**src/hw/ira_defs.svh**
```systemverilog
// Constants of the indirect register access port.
// Assumes a 50 MHz core clock and a 32-bit APB register bus.
//
// Summary of operation
// RL1: Data then address write stores at update.
// RL2: Address-only write reads location at update.
// RL3: Data word as two byte registers, reset zero.
// RL4: Eight-bit address register selects internal location.
// RL5: Status bit 0 shows access still pending.
// RL6: Status bits 7:1 read zero, reset zero.
// RL7: Completion sets serviced flag, write-one clears.
// RL8: Enable bit gates serviced flag onto interrupt.
// RL9: Software waits for completion before next access.
`ifndef IRA_DEFS_SVH
`define IRA_DEFS_SVH

// ----------------------------------------------------------------
// Timing
// ----------------------------------------------------------------
`define IRA_CLK_PERIOD_NS 20
`define IRA_UPDATE_PERIOD_NS 62500
`define IRA_UPDATE_CYCLES (`IRA_UPDATE_PERIOD_NS / `IRA_CLK_PERIOD_NS)

// ----------------------------------------------------------------
// Register indices (byte address is four times the index)
// ----------------------------------------------------------------
`define IRA_IDX_DATA_LO 8'h1C
`define IRA_IDX_DATA_HI 8'h1D
`define IRA_IDX_ADDR 8'h1E
`define IRA_IDX_STATUS 8'h1F
`define IRA_IDX_IRQ_STAT 8'h14
`define IRA_IDX_IRQ_EN 8'h17

// ----------------------------------------------------------------
// Field positions and reset values
// ----------------------------------------------------------------
`define IRA_PENDING_BIT 0
`define IRA_SERVICED_BIT 1
`define IRA_DATA_RST 16'h0000
`define IRA_ADDR_RST 8'h00
`define IRA_FLAG_RST 1'b0

`endif

```
**src/hw/ira_pkg.sv**
```systemverilog
// Types of the indirect register access port.
// Assumes ira_defs.svh supplies the numeric constants.
package ira_pkg;

  // Queued access state, Gray along idle to write or read
  typedef enum logic [1:0] {
    IRA_IDLE = 2'b00,
    IRA_WRITE = 2'b01,
    IRA_READ = 2'b10
  } ira_state_t;

endpackage : ira_pkg

```
**src/hw/ira_update_tick.sv**
```systemverilog
// Divider giving the one-cycle indirect update enable.
// Assumes one core clock and an asynchronous active-low reset.
`timescale 1ns/1ns
`include "ira_defs.svh"

module ira_update_tick #(
  parameter int DIV = `IRA_UPDATE_CYCLES
) (
  // Clock and reset
  input wire logic CLK,
  input wire logic RST_B,
  // Update enable
  output logic TICK
);

  localparam int CW = $clog2(DIV);
  localparam logic [CW-1:0] LAST = CW'(DIV - 1);

  logic [CW-1:0] cnt_reg;
  logic [CW-1:0] cnt_next;
  logic tick_reg;
  wire at_last = (cnt_reg == LAST);

  // Wrapping count
  assign cnt_next = at_last ? '0 : cnt_reg + CW'(1);

  // Count and registered pulse
  always_ff @(posedge CLK or negedge RST_B) begin
    if (!RST_B) begin
      cnt_reg <= '0;
      tick_reg <= 1'b0;
    end else begin
      cnt_reg <= cnt_next;
      tick_reg <= at_last;
    end
  end

  assign TICK = tick_reg;

endmodule : ira_update_tick

```
**src/hw/ira_top.sv**
```systemverilog
// Indirect register access port with APB slave and interrupt.
// Assumes an APB master on CLK; no wait states, PSLVERR on
// unmapped or unaligned addresses.
`timescale 1ns/1ns
`include "ira_defs.svh"

module ira_top
  import ira_pkg::*;
#(
  parameter int ADDR_W = 8,
  parameter int LOC_W = 8,
  parameter int WORD_W = 16,
  parameter int UPDATE_DIV = `IRA_UPDATE_CYCLES
) (
  // Clock and reset
  input wire logic CLK,
  input wire logic RST_B,
  // APB slave
  input wire logic PSEL,
  input wire logic PENABLE,
  input wire logic PWRITE,
  input wire logic [ADDR_W-1:0] PADDR,
  input wire logic [31:0] PWDATA,
  output logic [31:0] PRDATA,
  output logic PREADY,
  output logic PSLVERR,
  // Interrupt
  output logic IRQ
);

  // ----------------------------------------------------------------
  // Address decode
  // ----------------------------------------------------------------

  // Word hit for a register index
  function automatic logic reg_hit(input logic [ADDR_W-1:0] a,
                                   input logic [7:0] idx);
    reg_hit = (a[ADDR_W-1:2] == idx[ADDR_W-3:0]) && (a[1:0] == 2'b00);
  endfunction : reg_hit

  wire hit_data_lo = reg_hit(PADDR, `IRA_IDX_DATA_LO);
  wire hit_data_hi = reg_hit(PADDR, `IRA_IDX_DATA_HI);
  wire hit_addr = reg_hit(PADDR, `IRA_IDX_ADDR);
  wire hit_status = reg_hit(PADDR, `IRA_IDX_STATUS);
  wire hit_irq_stat = reg_hit(PADDR, `IRA_IDX_IRQ_STAT);
  wire hit_irq_en = reg_hit(PADDR, `IRA_IDX_IRQ_EN);
  wire mapped = hit_data_lo | hit_data_hi | hit_addr | hit_status
                | hit_irq_stat | hit_irq_en;

  // Bus phases
  wire setup_ph = PSEL & ~PENABLE;
  wire access_ph = PSEL & PENABLE;
  wire wr_ok = access_ph & PWRITE & mapped;
  wire wr_data_lo = wr_ok & hit_data_lo;
  wire wr_data_hi = wr_ok & hit_data_hi;
  wire wr_addr = wr_ok & hit_addr;
  wire wr_irq_stat = wr_ok & hit_irq_stat;
  wire wr_irq_en = wr_ok & hit_irq_en;

  // ----------------------------------------------------------------
  // State
  // ----------------------------------------------------------------
  logic [WORD_W-1:0] data_word_reg;
  logic [WORD_W-1:0] data_word_next;
  logic [LOC_W-1:0] loc_sel_reg;
  ira_state_t state_reg;
  ira_state_t state_next;
  logic data_loaded_reg;
  logic data_loaded_next;
  logic serviced_reg;
  logic serviced_next;
  logic irq_en_reg;
  logic [31:0] prdata_reg;
  logic [31:0] rd_mux;
  logic [WORD_W-1:0] mem [0:(1<<LOC_W)-1];
  logic tick;

  wire pending = (state_reg != IRA_IDLE);
  wire service = tick & pending;
  wire [WORD_W-1:0] mem_rd_word = mem[loc_sel_reg];

  // ----------------------------------------------------------------
  // Indirect update enable
  // ----------------------------------------------------------------
  ira_update_tick #(
    .DIV(UPDATE_DIV)
  ) u_tick (
    .CLK(CLK),
    .RST_B(RST_B),
    .TICK(tick)
  );

  // ----------------------------------------------------------------
  // Queue control
  // ----------------------------------------------------------------

  // Address write queues write if data came first, else read
  always_comb begin
    state_next = state_reg;
    data_loaded_next = data_loaded_reg | wr_data_lo | wr_data_hi;
    unique case (state_reg)
      IRA_IDLE, IRA_WRITE, IRA_READ: begin
        if (service) begin
          state_next = IRA_IDLE;
        end
      end
      default: begin
        state_next = IRA_IDLE;
      end
    endcase
    if (wr_addr) begin
      state_next = data_loaded_next ? IRA_WRITE : IRA_READ; // RL1 RL2
      data_loaded_next = 1'b0;
    end
  end

  // Data word: bus byte writes, read result at update
  always_comb begin
    data_word_next = data_word_reg;
    if (service && state_reg == IRA_READ) begin
      data_word_next = mem_rd_word; // RL2
    end
    if (wr_data_lo) begin
      data_word_next[7:0] = PWDATA[7:0]; // RL3
    end
    if (wr_data_hi) begin
      data_word_next[15:8] = PWDATA[7:0]; // RL3
    end
  end

  // Serviced flag: completion set wins over write-one clear
  assign serviced_next = service
                         | (serviced_reg & ~(wr_irq_stat & PWDATA[`IRA_SERVICED_BIT])); // RL7

  // Control registers
  always_ff @(posedge CLK or negedge RST_B) begin
    if (!RST_B) begin
      state_reg <= IRA_IDLE;
      data_loaded_reg <= `IRA_FLAG_RST;
      data_word_reg <= `IRA_DATA_RST; // RL3
      serviced_reg <= `IRA_FLAG_RST;
      irq_en_reg <= `IRA_FLAG_RST;
    end else begin
      state_reg <= state_next;
      data_loaded_reg <= data_loaded_next;
      data_word_reg <= data_word_next;
      serviced_reg <= serviced_next;
      if (wr_irq_en) begin
        irq_en_reg <= PWDATA[`IRA_SERVICED_BIT]; // RL8
      end
    end
  end

  // Location select register
  always_ff @(posedge CLK or negedge RST_B) begin
    if (!RST_B) begin
      loc_sel_reg <= `IRA_ADDR_RST;
    end else if (wr_addr) begin
      loc_sel_reg <= PWDATA[LOC_W-1:0]; // RL4
    end
  end

  // ----------------------------------------------------------------
  // Internal parameter memory
  // ----------------------------------------------------------------

  // Store queued word at update
  always_ff @(posedge CLK) begin
    if (service && state_reg == IRA_WRITE) begin
      mem[loc_sel_reg] <= data_word_reg; // RL1
    end
  end

  // ----------------------------------------------------------------
  // Read path and bus answer
  // ----------------------------------------------------------------

  // Read mux, unused bits zero
  always_comb begin
    rd_mux = 32'h0000_0000;
    if (hit_data_lo) begin
      rd_mux[7:0] = data_word_reg[7:0]; // RL3
    end
    if (hit_data_hi) begin
      rd_mux[7:0] = data_word_reg[15:8]; // RL3
    end
    if (hit_addr) begin
      rd_mux[LOC_W-1:0] = loc_sel_reg; // RL4
    end
    if (hit_status) begin
      rd_mux[`IRA_PENDING_BIT] = pending; // RL5 RL6
    end
    if (hit_irq_stat) begin
      rd_mux[`IRA_SERVICED_BIT] = serviced_reg;
    end
    if (hit_irq_en) begin
      rd_mux[`IRA_SERVICED_BIT] = irq_en_reg;
    end
  end

  // Read data captured in setup phase
  always_ff @(posedge CLK or negedge RST_B) begin
    if (!RST_B) begin
      prdata_reg <= 32'h0000_0000;
    end else if (setup_ph) begin
      prdata_reg <= PWRITE ? 32'h0000_0000 : rd_mux;
    end
  end

  assign PRDATA = prdata_reg;
  assign PREADY = 1'b1;
  assign PSLVERR = access_ph & ~mapped;
  assign IRQ = serviced_reg & irq_en_reg; // RL8

  // Cycles a queued access has waited since it was queued or since the last update, whichever is later
  logic [31:0] wait_cnt_reg;
  always_ff @(posedge CLK or negedge RST_B) begin
    if (!RST_B) begin
      wait_cnt_reg <= 32'h0000_0000;
    end else if (!pending || service) begin
      wait_cnt_reg <= 32'h0000_0000;
    end else begin
      wait_cnt_reg <= wait_cnt_reg + 32'h0000_0001;
    end
  end
endmodule : ira_top

```
**config.mk**
```make
export PLATFORM = sky130hd
export DESIGN_NAME = ira_top
export DESIGN_NICKNAME = d
export VERILOG_FILES = /design/src/hw/ira_pkg.sv /design/src/hw/ira_update_tick.sv /design/src/hw/ira_top.sv
export VERILOG_INCLUDE_DIRS = /design/src /design/src/hw
export SDC_FILE = /design/constraint.sdc
export NUM_CORES = 2
export LEC_CHECK = 0
export ABC_AREA = 0
export ABC_CLOCK_PERIOD_IN_PS = 7850
export BUFFER_PORTS_ARGS = -buffer_cell sky130_fd_sc_hd__buf_4
export CAP_MARGIN = 20
export CELL_PAD_IN_SITES_DETAIL_PLACEMENT = 0
export CELL_PAD_IN_SITES_GLOBAL_PLACEMENT = 1
export CORE_MARGIN = 1
export CORE_UTILIZATION = 63
export CTS_BUF_LIST = sky130_fd_sc_hd__clkbuf_4
export CTS_CLUSTER_SIZE = 24
export DETAILED_ROUTE_END_ITERATION = 10
export PLACE_DENSITY_LB_ADDON = 0.08
export SKIP_LAST_GASP = 1
export SYNTH_ARGS = -nofsm -noshare
export SYNTH_HDL_FRONTEND = slang
export SYNTH_SLANG_ARGS = --single-unit
```
**constraint.sdc**
```tcl
create_clock -name CLK -period 7.85 [get_ports CLK]
set_input_delay 0 -clock CLK [delete_from_list [all_inputs] [get_ports CLK]]
set_output_delay 0 -clock CLK [all_outputs]
set_load 0.01 [all_outputs]
```
==> run metrics <==
status=finished clean; CP Launch Type=flop; clk_lat worst skew=around 1700 ps; final period utilization=0.725; vias in the first global route=84800; Combinational Power Share=0.014; Reg clk slew, reported paths=roughly 70 ps; Synth top area share=0.764; chip height=508 µm; clock skew=about 130 ps; largest stage delay on the critical path=1010 ps; CP Class=reg2reg; setup_tns=0 ps; grt ovf=0; Final Power=about 42000 µW; Routed WL=around 410000 µm; worst reg2reg setup slack=~2200 ps; Synth Area in Simple Gates=0.0261; GR peak layer=met2; min-delay worst type=in2reg; Nets=9141; PortBufs=30; met2 Use GR=0.495; Final Critical Period=roughly 5700 ps; CTS sink cnt=just over 4000; P_int=around 33000 µW; gpl congestion=just under 0.9; TritonCTS Buffers=roughly 1100; dpl ws=about 3100 ps; switch share=0.204; slowest CP cell=dfrtp_4; DRT Pass-1 Iters=5; RSZ-0062 raised after global routing=false; post-synthesis mux area share=0.148; Adder-Cell Fraction of Synth Area=0.000155; Synth async-reset ratio=0.0121; Area growth syn-to-layout=11.5%; Via Count=approximately 84000; CP Capture Type=flop; leading post-synthesis cells by cell area=edfxtp_1, mux4_2, mux2i_1; CTS tree=done; Reg power frac=0.573; fin util=0.706; worst-path cell chain=buf_12 > buf_4 > mux2i_1 > a22oi_1 > nand3_1 > and4_1 > or3b_1 > o2111ai_1 > dlygate4sd3_1 > o21ai_1 > dlygate4sd3_1; DR DRC count=0; largest net degree at the start of global routing=around 200; first-pass GRT wire length=577000 µm; Distinct cells, synth=66; Core Region=roughly 250000 µm²; Final Worst Setup Slack=between 2000 and 2500 ps; layout cells sized above 1=0.284; Yosys reg bits=approximately 4100; Post-Synth XOR/XNOR Area=0.000598; Max Cap Viol=0; Top delay family on crit path=buffers and inverters; main combinational cell family by area after synthesis=multiplexers; synthesized cell area=~160000 µm²; die area=258000 µm²; count leader, synth=edfxtp_1; Final Hold Fails=0; LEAKAGE=0.0619 µW; Synth Warn #=0; EDFF count, synth=a little over 4000; Post-synth top flop=edfxtp_1; met3 GRT Util=0.0893; vias per inst=about 6.4; Buf+Inv Stages, Crit Path=4; Initial Utilization=0.634; met1 GRT Util=0.433; max FFs per register=4096; f_max=~0.18 GHz; Post-CTS Setup Bufs=0; HPWL after DPL=227000 µm; Worst EP required=approximately 9400 ps; most common library cells after synthesis=edfxtp_1, mux2i_1, mux4_2, a22oi_1, nor2_1; Slew HR=0.205; Synth Area in Compound Gates=0.0350; Detail Route Antenna Nets=0; DRT iter0 DRCs=around 9300; most used cell, CP=dlygate4sd3_1; H-tree depth=7; # IOs=80; Total GRT Usage=0.321; critical path peak fanout=89; Pins Over Slew Limit=0; area leader, netlist=edfxtp_1; Root Buffer=clkbuf_4; Clk network pwr share=0.413; Post-Synthesis Cells=7984; antenna violations before repair=26; peak supply drop=roughly 0.00016 V; pwr/cell area=between 200 and 250 nW/µm²; worst-margin pin slew=~1200 ps; Placed Area=between 150000 and 200000 µm²; switching power=between 8000 and 9000 µW; final instance area=180000 µm²; synthesized area per cell=roughly 20 µm²; sequential element share of the synthesized area=0.772; Routed WL per cell=31.0 µm; Max clock buf depth=5; Chip Width=slightly above 500 µm; Worst Path Arrival=just over 7000 ps; Finish-stage setup viols=0; row cnt=185
==> stage by stage <==
step / instances / hold slack, ps
2_1_floorplan: 8007 / -296
3_3_place_gp: 11300 / 106
3_5_place_dp: 11300 / 111
4_1_cts: 13000 / 30.6
5_1_grt: 13100 / 161
6_report: 13100 / 226
==> kinds of logic after synthesis <==
group	Yosys count
compound gates	805
buf+inv	503
simple gates	882
xor+xnor	11
fa+ha+maj	2
mux	1633
other cells	2
flops	4146
==> power groups by stage <==
stage,registers (µW),clock network [µW],logic (µW)
detailed placement,24600,0,551
CTS,24100,17700,576
global route,24100,18800,618
floorplan,24600,0,334
global placement,24600,0,541
finish,24100,17300,591
==> worst paths after layout <==
kind	from	to	cells past startpoint
min reg2reg	u_tick.cnt_reg[7]	u_tick.cnt_reg[7]	1
min in group asynchronous	RST_B	u_tick.cnt_reg[1]	6
max	loc_sel_reg[0]	data_word_reg[12]	11
max in group asynchronous	RST_B	loc_sel_reg[1]	6
max reg2reg	loc_sel_reg[0]	data_word_reg[12]	11
min	PADDR[2]	PRDATA[1]	8
==> metal layers <==
metal,share of wire,up-vias
met4,0.036,12
met3,0.097,697
li1,-,35700
met1,0.38,43600
met5,0.00019,-
met2,0.48,4399
==> cell usage in the layout (no fill, tap or decap), types with 17 or more instances in the layout <==
cell,n
dfrtp_1,30
conb_1,25
nor2_2,34
nand2_1,228
nor3_1,17
and4_1,32
mux2_1,46
diode_2,23
a22oi_1,368
buf_4,366
a21oi_1,102
o22ai_1,80
edfxtp_1,4096
o21ai_1,31
mux2_2,75
dlygate4sd3_1,71
nand2b_1,21
nor2_1,245
nand3_1,179
nand3b_1,19
a31oi_1,47
dfrtp_4,18
mux2i_1,920
o21ai_0,41
nand4_1,18
inv_2,20
mux4_2,592
clkinv_1,141
buf_12,24
clkbuf_4,1519
and3_1,18
==> layout make-up <==
type | count | area (µm²)
multi-input combinational | 3358 | 34200
clock buffer | 1518 | 11400
timing repair buffer | 482 | 4350
inverter | 7 | 33.8
fill | 16100 | 74600
tap | 3366 | 4210
sequential | 4146 | 124000
clock inverter | 187 | 1020
antenna | 23 | 57.6
==> repair_timing <==
action	4_1_cts	5_1_grt
hold buffers	72	0
resized for setup	0	0
hold endpoints to repair	87	0
==> worst register-to-register path, delay by kind of cell, from the launching register on <==
| family | cells | cell delay (ps) |
|---|---|---|
| AOI/OAI and AO/OA | 3 | 340 |
| buffers and inverters | 4 | 2870 |
| DFF | 1 | 1010 |
| muxes | 1 | 310 |
| and+or+nand+nor | 3 | 1070 |
No activity file was read; power rests on OpenSTA's default activity.
